===== config.mk =====
export PLATFORM = sky130hd
export DESIGN_NAME = sgs_stereo_sync
export DESIGN_NICKNAME = d
export VERILOG_FILES = /design/src/logic/sgs_clamp.v /design/src/logic/sgs_stereo_sync.v
export VERILOG_INCLUDE_DIRS = /design/src /design/src/logic
export SDC_FILE = /design/constraint.sdc
export NUM_CORES = 1
export LEC_CHECK = 0
export BUFFER_PORTS_ARGS = -buffer_cell sky130_fd_sc_hd__buf_4
export CAP_MARGIN = 30
export CORE_UTILIZATION = 60
export CTS_CLUSTER_SIZE = 25
export DETAILED_ROUTE_END_ITERATION = 7
export PLACE_DENSITY = 0.78
export SLEW_MARGIN = 40
export SYNTH_ARGS = -nofsm -noshare
export SYNTH_HDL_FRONTEND = slang
export SYNTH_SLANG_ARGS = --single-unit

===== constraint.sdc =====
create_clock -name core_clk_i -period 10.1 [get_ports core_clk_i]
set_input_delay 1.515 -clock core_clk_i [delete_from_list [all_inputs] [get_ports core_clk_i]]
set_output_delay 1.515 -clock core_clk_i [all_outputs]
set_load 0.02 [all_outputs]

===== src/logic/sgs_defs.vh =====
// Purpose: Shared constants for the stereo glasses sync block.
// Assumes: Core clock of 125 MHz; times are held in nanoseconds.
// Notes: The cycle limits below follow from these times at an 8 ns period.
`ifndef SGS_DEFS_VH
`define SGS_DEFS_VH

// ============================================================
// Clock
`define SGS_CLK_PERIOD_NS 8

// ============================================================
// Pulse timing limits, in nanoseconds
`define SGS_WIDTH_MIN_NS 20000
`define SGS_WIDTH_MAX_NS 32000
`define SGS_BASE_MIN_NS 500000
`define SGS_DELTA_MIN_NS 128000
`define SGS_DELTA_MAX_NS 163000
`define SGS_GUARD_MIN_NS 2000000

// ============================================================
// Pulse timing limits, in core clock cycles
// A strict lower bound takes one cycle above the floor of the time, so the
// limit holds with no rounding margin left to chance.
`define SGS_WIDTH_MIN_CYC 12'h9C4
`define SGS_WIDTH_MAX_CYC 12'hFA0
`define SGS_BASE_MIN_CYC 22'hF425
`define SGS_DELTA_MIN_CYC 22'h3E80
`define SGS_DELTA_MAX_CYC 22'h4F97
`define SGS_GUARD_MIN_CYC 22'h3D091

// ============================================================
// Field widths
`define SGS_CNT_W 22
`define SGS_WIDTH_W 12
`define SGS_DELTA_W 15
`define SGS_LED_N 3

// ============================================================
// Pulse colour select codes and channel positions
`define SGS_COLOR_RED 2'h0
`define SGS_COLOR_GREEN 2'h1
`define SGS_COLOR_BLUE 2'h2
`define SGS_MASK_RED 3'h1
`define SGS_MASK_GREEN 3'h2
`define SGS_MASK_BLUE 3'h4

// ============================================================
// Reset values
`define SGS_CNT_ZERO 22'h0
`define SGS_CNT_ONE 22'h1
`define SGS_CNT_MAX 22'h3FFFFF
`define SGS_LED_OFF 3'h0

`endif


===== src/logic/sgs_clamp.v =====
// Purpose: Limits a timing value into a closed range.
// Assumes: LO is not above HI.
// Notes: Purely combinational; the caller registers the result.
`timescale 1ns/100ps

module sgs_clamp #(
  parameter W = 22,
  parameter [W-1:0] LO = 0,
  parameter [W-1:0] HI = 1
) (
  // Value in and limited value out
  input wire [W-1:0] val_i,
  output wire [W-1:0] val_o
);

  assign val_o = (val_i < LO) ? LO : ((val_i > HI) ? HI : val_i);

endmodule // sgs_clamp


===== src/logic/sgs_stereo_sync.v =====
// Purpose: Left/right shutter sync for active 3D glasses, by IR strobe or light pulse.
// Assumes: frame_start_i is a one-cycle pulse from display timing on core_clk_i.
// Notes: The pulse is placed against the previous frame's measured length.
//
// How it works
// RL1: With stereo detected and enabled, sync follows each displayed frame and eye.
// RL2: In IR mode the sync output carries the eye level for an IR transmitter.
// RL3: In light mode at most one pulse per frame, inside the dark interval.
// RL4: The pulse drives the illumination driver's LED enable of the selected colour on.
// RL5: LEDs stay off throughout the dark interval except during the pulse.
// RL6: Pulse colour is selectable; code zero and unknown codes give red.
// RL7: Pulse offset before frame end alternates between base and base plus delta.
// RL8: Pulse width is held between 20 and 32 microseconds.
// RL9: Base offset is held above 500 microseconds.
// RL10: Delta offset is held between 128 and 163 microseconds.
// RL11: A pulse waits until more than 2000 microseconds passed since the last one.
// RL12: Glasses close both shutters, then open the next eye after the pulse.
// RL13: Combined offset equals base plus delta, held at the 22-bit maximum when the sum overflows.
// RL14: IR sync level toggles at each frame boundary; high means left eye.
// RL15: Timing set is taken from inputs and updated only at frame boundaries.
`timescale 1ns/100ps
`include "sgs_defs.vh"

module sgs_stereo_sync #(
  parameter [21:0] BASE_MIN_CYC = `SGS_BASE_MIN_CYC,
  parameter [21:0] DELTA_MIN_CYC = `SGS_DELTA_MIN_CYC,
  parameter [21:0] DELTA_MAX_CYC = `SGS_DELTA_MAX_CYC,
  parameter [21:0] GUARD_MIN_CYC = `SGS_GUARD_MIN_CYC
) (
  // Clock and reset
  input wire core_clk_i,
  input wire rstn_i,
  // Stereo control
  input wire stereo_en_i,
  input wire stereo_det_i,
  input wire light_mode_i,
  input wire [1:0] color_sel_i,
  // Display frame timing
  input wire frame_start_i,
  // Per-frame-rate timing set, in core clock cycles
  input wire [`SGS_WIDTH_W-1:0] pulse_width_cyc_i,
  input wire [`SGS_CNT_W-1:0] base_offset_cyc_i,
  input wire [`SGS_DELTA_W-1:0] delta_offset_cyc_i,
  // Illumination driver
  input wire [`SGS_LED_N-1:0] video_led_i,
  output wire [`SGS_LED_N-1:0] led_en_o,
  // Sync outputs
  output wire ir_sync_o,
  output wire eye_left_o,
  output wire dark_o,
  output wire pulse_o,
  output wire [`SGS_CNT_W-1:0] comb_offset_o
);

  // ============================================================
  // Derived limits
  localparam [`SGS_WIDTH_W-1:0] WIDTH_MIN_CYC = `SGS_WIDTH_MIN_CYC;
  localparam [`SGS_WIDTH_W-1:0] WIDTH_MAX_CYC = `SGS_WIDTH_MAX_CYC;
  localparam [`SGS_DELTA_W-1:0] DMIN = DELTA_MIN_CYC[`SGS_DELTA_W-1:0];
  localparam [`SGS_DELTA_W-1:0] DMAX = DELTA_MAX_CYC[`SGS_DELTA_W-1:0];

  localparam [1:0] ST_IDLE = 2'h0;
  localparam [1:0] ST_WAIT = 2'h1;
  localparam [1:0] ST_PULSE = 2'h2;
  localparam [1:0] ST_DONE = 2'h3;

  // ============================================================
  // Pin synchroniser for the stereo detect input
  reg det_meta_reg;
  reg det_sync_reg;

  always @(posedge core_clk_i)
  begin
    if (!rstn_i)
    begin
      det_meta_reg <= 1'b0;
      det_sync_reg <= 1'b0;
    end
    else
    begin
      det_meta_reg <= stereo_det_i;
      det_sync_reg <= det_meta_reg;
    end
  end

  wire active = stereo_en_i & det_sync_reg; // RL1

  // ============================================================
  // Timing set limits
  wire [`SGS_WIDTH_W-1:0] width_lim;
  wire [`SGS_CNT_W-1:0] base_lim;
  wire [`SGS_DELTA_W-1:0] delta_lim;

  sgs_clamp #(
    .W(`SGS_WIDTH_W),
    .LO(WIDTH_MIN_CYC),
    .HI(WIDTH_MAX_CYC)
  ) u_width_clamp (
    .val_i(pulse_width_cyc_i),
    .val_o(width_lim)
  ); // RL8

  sgs_clamp #(
    .W(`SGS_CNT_W),
    .LO(BASE_MIN_CYC),
    .HI(`SGS_CNT_MAX)
  ) u_base_clamp (
    .val_i(base_offset_cyc_i),
    .val_o(base_lim)
  ); // RL9

  sgs_clamp #(
    .W(`SGS_DELTA_W),
    .LO(DMIN),
    .HI(DMAX)
  ) u_delta_clamp (
    .val_i(delta_offset_cyc_i),
    .val_o(delta_lim)
  ); // RL10

  // ============================================================
  // Frame-boundary registers
  reg [`SGS_WIDTH_W-1:0] width_reg;
  reg [`SGS_CNT_W-1:0] base_reg;
  reg [`SGS_CNT_W-1:0] comb_reg;
  reg [`SGS_CNT_W-1:0] frame_cnt_reg;
  reg [`SGS_CNT_W-1:0] frame_len_reg;
  reg eye_left_reg;
  reg [1:0] color_reg;

  wire [`SGS_CNT_W:0] comb_sum = {1'b0, base_lim} + {8'h00, delta_lim};
  wire [`SGS_CNT_W-1:0] comb_sat = comb_sum[`SGS_CNT_W] ? `SGS_CNT_MAX
    : comb_sum[`SGS_CNT_W-1:0];

  always @(posedge core_clk_i)
  begin
    if (!rstn_i)
    begin
      width_reg <= WIDTH_MIN_CYC;
      base_reg <= BASE_MIN_CYC;
      comb_reg <= BASE_MIN_CYC + DELTA_MIN_CYC;
      frame_cnt_reg <= `SGS_CNT_ZERO;
      frame_len_reg <= `SGS_CNT_ZERO;
      eye_left_reg <= 1'b0;
      color_reg <= `SGS_COLOR_RED;
    end
    else if (frame_start_i)
    begin
      width_reg <= width_lim; // RL15
      base_reg <= base_lim; // RL15
      comb_reg <= comb_sat; // RL13
      color_reg <= color_sel_i; // RL15
      frame_len_reg <= frame_cnt_reg;
      frame_cnt_reg <= `SGS_CNT_ONE;
      eye_left_reg <= active ? ~eye_left_reg : 1'b0; // RL14
    end
    else if (frame_cnt_reg != `SGS_CNT_MAX)
    begin
      frame_cnt_reg <= frame_cnt_reg + `SGS_CNT_ONE;
    end
  end

  // ============================================================
  // Pulse placement
  // Left frames use the base offset, right frames base plus delta; the
  // glasses tell the eye apart from this spacing alone.
  wire [`SGS_CNT_W-1:0] offset_sel = eye_left_reg ? base_reg : comb_reg; // RL7
  wire [`SGS_CNT_W:0] dark_span = {1'b0, comb_reg} + {11'h000, width_reg};
  // A frame too short to hold the dark interval gets no pulse at all.
  wire fits = ({1'b0, frame_len_reg} > dark_span);
  wire [`SGS_CNT_W-1:0] start_pt = frame_len_reg - offset_sel;
  wire [`SGS_CNT_W:0] dark_pt_w = {1'b0, frame_len_reg} - dark_span;
  wire [`SGS_CNT_W-1:0] dark_pt = dark_pt_w[`SGS_CNT_W-1:0];

  reg [1:0] state_reg;
  reg [1:0] state_next;
  reg [`SGS_WIDTH_W-1:0] pcnt_reg;
  reg [`SGS_WIDTH_W-1:0] pcnt_next;
  reg [`SGS_CNT_W-1:0] guard_cnt_reg;
  reg dark_reg;
  reg dark_next;
  reg pulse_reg;

  wire guard_ok = (guard_cnt_reg >= GUARD_MIN_CYC); // RL11
  wire light_on = active & light_mode_i;

  always @*
  begin
    state_next = state_reg;
    pcnt_next = pcnt_reg;
    case (state_reg)
      ST_IDLE:
      begin
        if (frame_start_i & light_on)
        begin
          state_next = ST_WAIT;
        end
      end
      ST_WAIT:
      begin
        if (frame_start_i | ~light_on)
        begin
          state_next = light_on ? ST_WAIT : ST_IDLE;
        end
        else if (fits & guard_ok & (frame_cnt_reg >= start_pt))
        begin
          state_next = ST_PULSE; // RL3
          pcnt_next = width_reg;
        end
      end
      ST_PULSE:
      begin
        if (pcnt_reg == {{(`SGS_WIDTH_W-1){1'b0}}, 1'b1})
        begin
          state_next = ST_DONE;
        end
        pcnt_next = pcnt_reg - {{(`SGS_WIDTH_W-1){1'b0}}, 1'b1};
      end
      ST_DONE:
      begin
        // One pulse only until the next frame boundary.
        if (frame_start_i)
        begin
          state_next = light_on ? ST_WAIT : ST_IDLE; // RL3
        end
      end
      default:
      begin
        state_next = ST_IDLE;
      end
    endcase
  end

  always @*
  begin
    dark_next = 1'b0;
    if (light_on & fits & ~frame_start_i & (frame_cnt_reg >= dark_pt))
    begin
      dark_next = 1'b1; // RL12
    end
    if (state_next == ST_PULSE)
    begin
      dark_next = 1'b1;
    end
  end

  always @(posedge core_clk_i)
  begin
    if (!rstn_i)
    begin
      state_reg <= ST_IDLE;
      pcnt_reg <= {`SGS_WIDTH_W{1'b0}};
      guard_cnt_reg <= `SGS_CNT_MAX;
      dark_reg <= 1'b0;
      pulse_reg <= 1'b0;
    end
    else
    begin
      state_reg <= state_next;
      pcnt_reg <= pcnt_next;
      dark_reg <= dark_next;
      pulse_reg <= (state_next == ST_PULSE); // RL4
      if (state_next == ST_PULSE)
      begin
        guard_cnt_reg <= `SGS_CNT_ZERO; // RL11
      end
      else if (guard_cnt_reg != `SGS_CNT_MAX)
      begin
        guard_cnt_reg <= guard_cnt_reg + `SGS_CNT_ONE;
      end
    end
  end

  // ============================================================
  // Illumination enables
  reg [`SGS_LED_N-1:0] color_mask;

  always @*
  begin
    case (color_reg)
      `SGS_COLOR_GREEN: color_mask = `SGS_MASK_GREEN;
      `SGS_COLOR_BLUE: color_mask = `SGS_MASK_BLUE;
      default: color_mask = `SGS_MASK_RED; // RL6
    endcase
  end

  wire pulse_next = (state_next == ST_PULSE);

  genvar gi;
  generate
    for (gi = 0; gi < `SGS_LED_N; gi = gi + 1)
    begin : g_led
      reg led_reg;
      always @(posedge core_clk_i)
      begin
        if (!rstn_i)
        begin
          led_reg <= 1'b0;
        end
        else if (dark_next)
        begin
          led_reg <= pulse_next & color_mask[gi]; // RL5
        end
        else
        begin
          led_reg <= video_led_i[gi];
        end
      end
      assign led_en_o[gi] = led_reg; // RL4
    end
  endgenerate

  // ============================================================
  // Outputs
  reg ir_sync_reg;

  always @(posedge core_clk_i)
  begin
    if (!rstn_i)
    begin
      ir_sync_reg <= 1'b0;
    end
    else
    begin
      ir_sync_reg <= active & ~light_mode_i & eye_left_reg; // RL2
    end
  end

  assign ir_sync_o = ir_sync_reg;
  assign eye_left_o = eye_left_reg;
  assign dark_o = dark_reg;
  assign pulse_o = pulse_reg;
  assign comb_offset_o = comb_reg;

endmodule // sgs_stereo_sync


Word-level counts from Yosys, hierarchy flattened
Cells that the tools add are included.
{ "word_totals": {"wordCells": 101, "input_bits": 60, "register_bits": 147} }
{ "op_classes": {"order_cmp": 10, "add_sub_neg": 7, "n_bitwise": 19, "n_eq_ne": 11, "n_reduce_logical": 6, "mux": 29} }
{ "op_table": {"columns": ["op", "n"], "rows": [
  ["$mux 22", 6],
  ["$mux 12", 4],
  ["$add 22x1->22 const B", 2],
  ["$ge 22x22->1", 2],
  ["$ne 22x22->1 const B", 2],
  ["$sub 22x22->22", 2],
  ["$mux 15", 2],
  ["$pmux 12 s2", 1],
  ["$add 22x12->23", 1],
  ["$add 22x15->23", 1],
  ["$gt 22x23->1", 1],
  ["$ge 22x18->1 const B", 1],
  ["$gt 22x22->1 const B", 1],
  ["$lt 22x16->1 const B", 1],
  ["$gt 15x15->1 const B", 1],
  ["$lt 15x14->1 const B", 1],
  ["$and 1x1->1", 13],
  ["$eq 12x1->1 const B", 1],
  ["$gt 12x12->1 const B", 1],
  ["$lt 12x12->1 const B", 1],
  ["$sub 12x1->12 const B", 1],
  ["$mux 2", 5],
  ["$mux 1", 9],
  ["$eq 2x2->1 const B", 4],
  ["10 further kinds", 18]
]} }

Logic depth before layout (Yosys ltp)
Gate-level depths: netlist of run 1.
{ "depth": {"depth_word": 10, "ltp_mapped": 26} }

By module
A second synthesis of run 1 with hierarchy kept.
{ "unflattened": {"cells_unflattened": 1359, "area_unflattened_um2": 11418.5} }
{ "modules_own_cells": {"columns": ["module", "cells_per_inst", "seq_area_each_um2", "instances", "area_each_um2"], "rows": [
  ["sgs_stereo_sync", 1282, 2942.8, 1, 10820.4],
  ["sgs_clamp at u_base_clamp", 32, 0.0, 1, 247.7],
  ["sgs_clamp at u_delta_clamp", 22, 0.0, 1, 192.7],
  ["sgs_clamp at u_width_clamp", 23, 0.0, 1, 157.7]
]} }

Worst setup path before layout of run 1
OpenSTA, ideal clock, no wires.
{ "synth_timing": {"path_kind": "register to register", "startpoint": "register eye_left_reg (netlist: eye_left_o)", "endpoint": "register g_led[0].led_reg", "setup_slack_ps": 4632, "required_time_ps": 9983, "setup_time_ps": 117, "path_stages_with_launch": 23, "arrival_time_ps": 5351, "n_path_buf": 3, "path_cell_list": "dfxtp_1 clkbuf_1 buf_1 mux2i_1 ha_1 o21a_1 o21ai_0 o2bb2ai_1 o31ai_1 o41ai_1 o21ai_0 o41a_1 xnor2_1 ha_1 nand4_1 nor4_1 o211ai_1 o21ai_0 o2111ai_2 o32ai_1 buf_2 a21oi_2 a32o_1"} }
{ "synth_via": {"elab_chain_cells": 10, "elab_cells_between_ends": 11, "classes_between": "add/sub: 1; order compare: 1; eq/ne: 1; mux: 6; bitwise: 2"} }
{ "synth_lines": {"columns": ["item", "line_no", "source"], "rows": [
  ["start, declared", "sgs_stereo_sync.v:128", "reg eye_left_reg;"],
  ["start signal, assigned", "sgs_stereo_sync.v:155", "eye_left_reg <= active ? ~eye_left_reg : 1'b0;"],
  ["$mux 22 *", "sgs_stereo_sync.v:167", "wire [`SGS_CNT_W-1:0] offset_sel = eye_left_reg ? base_reg : comb_reg;"],
  ["$sub 22x22->22 *", "sgs_stereo_sync.v:171", "wire [`SGS_CNT_W-1:0] start_pt = frame_len_reg - offset_sel;"],
  ["$ge 22x22->1 *", "sgs_stereo_sync.v:205", "else if (fits & guard_ok & (frame_cnt_reg >= start_pt))"],
  ["$and 1x1->1 *", "sgs_stereo_sync.v:205", null],
  ["$mux 2 *", "sgs_stereo_sync.v:205", null],
  ["$mux 2 *", "sgs_stereo_sync.v:201", "if (frame_start_i | ~light_on)"],
  ["$pmux 2 s4 *", "sgs_stereo_sync.v:191", "case (state_reg)"],
  ["$eq 2x2->1 *", "sgs_stereo_sync.v:241, sgs_stereo_sync.v:287", null],
  ["$and 1x1->1 / $mux 1 (equally long branches)", "sgs_stereo_sync.v:302, sgs_stereo_sync.v:241", null],
  ["$mux 1 *", "sgs_stereo_sync.v:300", "else if (dark_next)"],
  ["end signal, assigned", "sgs_stereo_sync.v:302", "led_reg <= pulse_next & color_mask[gi];"],
  ["end signal, assigned", "sgs_stereo_sync.v:306", "led_reg <= video_led_i[gi];"],
  ["end, declared", "sgs_stereo_sync.v:293", "reg led_reg;"]
]} }
Mark *: on every way between the ends. The rest lies on a longest branch, timed or not.
A chain may end at the register's enable or synchronous reset.

Final worst setup path of run 1
{ "layout_timing": {"startpoint": "register width_reg[1]", "endpoint": "register g_led[0].led_reg"} }
{ "layout_via": {"elab_chain_cells": 10, "elab_cells_between_ends": 17, "classes_between": "add/sub: 2; order compare: 2; eq/ne: 1; mux: 6; bitwise: 6"} }
{ "layout_lines": {"columns": ["item", "line_no", "source"], "rows": [
  ["start, declared", "sgs_stereo_sync.v:123", "reg [`SGS_WIDTH_W-1:0] width_reg;"],
  ["start signal, assigned", "sgs_stereo_sync.v:149", "width_reg <= width_lim;"],
  ["$add 22x12->23 *", "sgs_stereo_sync.v:168", "wire [`SGS_CNT_W:0] dark_span = {1'b0, comb_reg} + {11'h000, width_reg};"],
  ["branches (longest 8 deep; another with $sub 22x22->22)", null, null],
  ["$mux 1 *", "sgs_stereo_sync.v:300", null]
]} }
Every way passes the cells marked *.

==> summary.md, run 1 <==
| Metric | Value |
|---|---|
| Seq/Total Area, Yosys | 0.269 |
| First-pass GRT wire length | around 46 mm |
| Max-cap violations | 0 |
| Register area | between 2000 and 3000 um^2 |
| Grt ovf | 0 |
| Measured slew at the worst slew-check pin | slightly below 800 ps |
| Hold Buf Count CTS | 0 |
| Vias | a little under 10000 |
| Fillers | between 1000 and 1500 |
| Clk sink count | ~150 |
| Die area | 18800 um^2 |
| Netlist Area Pre-Place | around 11000 um^2 |
| HPWL Detailed | approximately 22 mm |
| Post-CTS setup buffer count | 0 |
| WS Path Type | register to register |
| Crit. End Element | register |
| Final setup violation count | 0 |
| Placeable Area | approximately 18000 um^2 |
| Final Cycle Share | 0.604 |
| CTS Buffer Depth | 2 |
| Skew-Pair Late Insertion Delay | 430 ps |
| Final hold vios | 0 |
| Worst EP arrival | 6470 ps |
| Post-Route WL | 28.1 mm |
| Diode count | 0 |
| Gpl congestion | a little over 0.9 |
| Die width | between 100 and 150 um |
| Commonest cells post-synth | dfxtp_1 (147), ha_1 (126), nor2_1 (107), nand2_1 (81), a21oi_1 (78) |
| DRT iter0 DRCs | 534 |
| Synthesized instance count | roughly 1300 |
| Fin nets | 1546 |
| PortBufs | slightly below 90 |
| WL per Instance | approximately 18 um |
| FF+latch count, synth | between 100 and 150 |
| Slew HR | 0.472 |
| Rows | 49 |
| Most frequent cell after synthesis | dfxtp_1 |
| Setup_tns | 0 ps |
| Layout cells sized above 1 | 0.112 |
| Post-route ant nets | 0 |
| Ports | 89 |
| Area fraction of the dominant cell type after synthesis | 0.269 |
| Syn_nets | between 1000 and 1500 |
| Worst Setup Start Kind | register |
| Vias per cell | 6.13 |
| Clock transition at path regs | 60 ps |
| Pin count of the biggest net entering global routing | between 60 and 70 |
| DRC errors left | 0 |
| Leakage | roughly 5.4 nW |
| Clk_skew | between 10 and 15 ps |
| Number of gates resized after CTS | 0 |
| Fin util | 0.691 |
| Worst vdd ir | roughly 0.14 mV |
| Status | complete, no violations |
| Area leader, netlist | dfxtp_1 |
| EDFF count, synth | 0 |
| CP Max Fanout | 6 |
| Tightest Hold Check Type | register to register |
| Area occupied by multi-input gates | between 7000 and 8000 um^2 |
| Mean Syn Cell Area | 8.48 um^2 |
| Slew Limit Fails | 0 |
| YS warnings | 0 |
| Fmax achieved | about 0.16 GHz |
| GRT Util Overall | 0.311 |
| Pre-antenna DRT Iters | 5 |
| Top FF cell, synth | dfxtp_1 |
| Power Density | 176 nW/um^2 |
| Post-synth ARST share | 0 |
| Unrepaired setup endpoints after global routing | no |
| Die H | 137 um |
| Initial antenna violation count | 0 |
| H-tree depth | 4 |
| Vias in the first global route | 9046 |
| Worst path required time | 10470 ps |
| Syn-to-layout area delta | 12.9% |
| Root Driver | clkbuf_16 |
| CTS tree | built |
| Number of CTS-inserted buffers | 17 |
| Final min period | ~6000 ps |
| Synth cell types | 82 |
| Starting Density | 0.612 |
| Synth top area cells | dfxtp_1 (27%), ha_1 (14%), mux2i_1 (5.3%), xor2_1 (4.8%), xnor2_1 (3.8%) |
==> layer usage <==
metal,wire (um),global-route usage,up-vias,share of wire
li1,-,-,4892,-
met1,13000,0.423,4589,0.46
met2,13100,0.511,269,0.47
met3,1280,0.0363,39,0.046
met4,609,0.0971,0,0.022
met5,0,0,-,0
==> power breakdown <==
part           leakage, nW  internal, mW  switching [mW]
clock network        0.281         0.370           0.271
registers             1.21         0.660          0.0822
logic                 3.91         0.342           0.457
==> cells in the final DEF (no fill, tap or decap), types with 6 or more instances in the layout <==
cell       count
a211o_1        7
a211oi_1       9
a21o_1        29
a21oi_1       78
a22o_1        12
a31oi_1       23
and2_1        14
and3_1        24
and4_1         6
buf_4         91
clkbuf_16     17
dfxtp_1      147
ha_1         125
inv_1         41
mux2i_1       58
nand2_1       81
nand2b_1      23
nand3_1       35
nand4_1       23
nor2_1       106
nor2b_1       18
nor3_1        20
nor4_1         9
o211ai_1       9
o21a_1        15
o21ai_0       76
o21bai_1       9
o22a_1        16
o32ai_1        6
or2_2         11
or3_1         15
xnor2_1       47
xor2_1        60
==> final cells by class <==
class | instances | share of cell area
clock inverters | 15 | 0.0137
clock buffers | 17 | 0.0344
well taps | 229 | 0.0231
repair buffers | 92 | 0.0561
multi-input cells | 1057 | 0.622
inverters | 41 | 0.0124
flip-flops and latches | 147 | 0.238
==> logic make-up after synthesis <==
group | after synthesis | synth area share
compound gates | 352 | 0.220
xor+xnor | 107 | 0.0855
fa+ha+maj | 130 | 0.151
buf+inv | 88 | 0.0317
flops | 147 | 0.269
mux | 60 | 0.0550
simple gates | 408 | 0.188
==> worst paths after layout <==
check                                               start                           to  slack, ps  depth (start not counted)
worst min-delay path              det_meta_reg$_SDFF_PN0_      det_sync_reg$_SDFF_PN0_        440                          1
worst max-delay path            width_reg[1]$_SDFFE_PN0P_  g_led[0].led_reg$_SDFF_PN0_       4000                         24
worst min register to register    det_meta_reg$_SDFF_PN0_      det_sync_reg$_SDFF_PN0_        440                          1
worst max register to register  width_reg[1]$_SDFFE_PN0P_  g_led[0].led_reg$_SDFF_PN0_       4000                         24
==> critical path: stages, from the launching register on <==
cell,delay [ps]
dfxtp_1,500
ha_1,300
a21o_1,160
a21oi_1,240
o21bai_1,90
a21oi_1,230
o21ai_0,210
a221oi_1,720
xor2_1,220
ha_1,390
a21oi_2,190
nor2_1,80
a21oi_1,160
a31oi_1,190
a221o_1,380
mux2i_1,130
a2111oi_0,420
ha_1,320
nand4_1,110
nor2_1,70
a21oi_1,150
o211ai_1,100
a41o_1,240
a21oi_2,230
a32o_1,200
==> per-stage QoR <==
step	instances	instance area (um^2)	hold WS, ps	power [mW]	setup slack, ps
final	1598	12400	439	2.18	4000
after global routing	1598	12400	465	2.32	3480
after CTS	1598	12400	437	2.18	4040
after detailed placement	1566	11800	423	1.54	3820
after global placement	1566	11800	413	1.51	3970
after floorplan	1292	11000	412	1.34	4630
(Power assumes the default switching activity.)
==> run 2: changes to the inputs <==
Clock period 10.1 ns to 6.15 ns, I/O delays scaled along.
==> run 2 against run 1 <==
Register-to-register slack worse by 3500 ps. Non-clock buffer count is 8 higher. Final area up 0.45%. Hold slack is essentially flat.
==> summary.md, run 2 (same netlist as run 1, synthesis figures left out) <==
| Metric | Value |
|---|---|
| H-tree depth | 4 |
| Worst path required time | ~6500 ps |
| Final setup violation count | 0 |
| Ports | just under 90 |
| Power Density | 288 nW/um^2 |
| Most frequent cells in the layout | dfxtp_1 (146), ha_1 (125), nor2_1 (107) |
| Layout cells sized above 1 | 0.120 |
| Die width | roughly 140 um |
| Skew-Pair Late Insertion Delay | between 400 and 500 ps |
| Slew HR | 0.510 |
| Gate power share | 0.367 |
| Crit. End Element | register |
| Tightest Hold Check Type | register to register |
| Worst EP arrival | approximately 6000 ps |
| Total power | between 3 and 4 mW |
| Max-cap violations | 0 |
| DRC errors left | 0 |
| DRT iter0 DRCs | 681 |
| Rows | 49 |
| # placed instances | 1574 |
| Vias in the first global route | around 9100 |
| HPWL Detailed | between 20 and 25 mm |
| Commonest non-fill, non-tap cell in the layout | dfxtp_1 |
| Post-route ant nets | 0 |
| WS Path Type | register to register |
| Clock transition at path regs | 60 ps |
| WL per Instance | 18.1 um |
| Gpl congestion | slightly above 1 |
| Min-delay src | det_meta_reg$_SDFF_PN0_ |
| Register share of total power | 0.342 |
| Fin nets | roughly 1600 |
| Post-Route WL | 29.1 mm |
| Initial antenna violation count | 0 |
| Int Pwr | approximately 2.3 mW |
| Measured slew at the worst slew-check pin | roughly 730 ps |
| Worst Setup SP | eye_left_o$_SDFFE_PN0P_ |
| Final Cycle Share | 0.922 |
| Placeable Area | ~18000 um^2 |
| CTS tree | built |
| Vias | about 10000 |
| Diode count | 0 |
| Placed Area | between 10000 and 15000 um^2 |
| Die area | between 15000 and 20000 um^2 |
| Die H | around 140 um |
| Pre-antenna DRT Iters | 7 |
| GRT Util Overall | 0.315 |
| Syn-to-layout area delta | 13.4% |
| Status | complete, no violations |
| Psw | 1.31 mW |
| Post-Layout Cell Count | 1605 |
| Final hold vios | 0 |
| Grt ovf | 0 |
| CP Max Fanout | 25 |
| CTS Buffer Depth | 2 |
| Clk_skew | slightly above 10 ps |
| Leakage | 5.44 nW |
| Starting Density | 0.612 |
| Reg2reg start | eye_left_o$_SDFFE_PN0P_ |
| Final non-filler cell area | around 12000 um^2 |
| Worst vdd ir | 0.269 mV |
| Unrepaired setup endpoints after global routing | no |
| Vias per cell | slightly above 6 |
| Clock power share | 0.291 |
| Clk sink count | between 100 and 150 |
| Worst Setup Start Kind | register |
| Final min period | between 5000 and 6000 ps |
| First-pass GRT wire length | 45.8 mm |
| Slew Limit Fails | 0 |
| Root Driver | clkbuf_16 |
| PortBufs | just under 90 |
| Fmax achieved | 0.176 GHz |
| FF-to-FF setup slack | just under 500 ps |
| Number of CTS-inserted buffers | 17 |
| Pin count of the biggest net entering global routing | 55 |
| Sw Share | 0.366 |
| Setup_tns | 0 ps |
==> run 2: cell count changes in the layout (fill, tap and decap cells not counted), sizes merged <==
| cell | delta |
|---|---|
| buf | +8 |
| inv | -4 |
| clkbuf | +2 |
| clkinvlp | +1 |
==> run 2: critical path: stages, from the launching register on <==
cell and delay (ps):
dfxtp_1 650, mux2i_1 270, ha_1 290, o21a_1 190, o21ai_0 360, o2bb2ai_1 260
o31ai_1 180, o41ai_1 360, o21ai_0 190, o41a_1 340, xnor2_1 130, ha_1 300
nand4_1 110, nor4_1 280, o211ai_1 130, o21ai_0 210, o2111ai_2 230, o32a_4 540
or3b_1 380, a31oi_1 170
==> run 2: path summary, 6_finish.rpt <==
check                           depth (start not counted)                  endpoint
worst max-delay path                                   19  pcnt_reg[0]$_SDFFE_PN0P_
worst max register to register                         19  pcnt_reg[0]$_SDFFE_PN0P_
worst min register to register                          1   det_sync_reg$_SDFF_PN0_
worst min-delay path                                    1   det_sync_reg$_SDFF_PN0_
==> run 2: final cells by class <==
class | instances | area [um^2]
multi-input cells | 1057 | 7710
repair buffers | 100 | 751
clock buffers | 19 | 453
clock inverters | 12 | 130
well taps | 229 | 287
flip-flops and latches | 147 | 2940
inverters | 41 | 154
fillers | 1485 | 5470
==> run 2: stage by stage <==
stage / utilization / hold WS, ps / worst slack (ps)
floorplan: - / 412 / 682
global placement: 0.660 / 421 / 544
detailed placement: 0.660 / 425 / 439
CTS: 0.693 / 442 / 405
global route: 0.695 / 449 / 46.8
finish: 0.695 / 440 / 481
==> run 2: layer usage <==
| metal | GRT usage | vias to the layer above | wire length, um |
|---|---|---|---|
| li1 | - | 4922 | - |
| met1 | 0.423 | 4649 | 13200 |
| met2 | 0.493 | 374 | 13000 |
| met3 | 0.0541 | 47 | 1890 |
| met4 | 0.138 | 0 | 972 |
| met5 | 0 | - | 0 |
==> run 2: power by group through the flow <==
stage,clock network [mW],registers [mW],logic [mW]
floorplan,0,1.22,0.982
global placement,0,1.24,1.24
detailed placement,0,1.24,1.28
CTS,1.04,1.22,1.29
global route,1.09,1.24,1.46
finish,1.04,1.23,1.31
==> run 2: repair_timing <==
item,4_1_cts,5_1_grt
endpoints found under the setup margin,0,4
gates resized for setup,0,6
buffers inserted,0,0
hold buffers,0,0
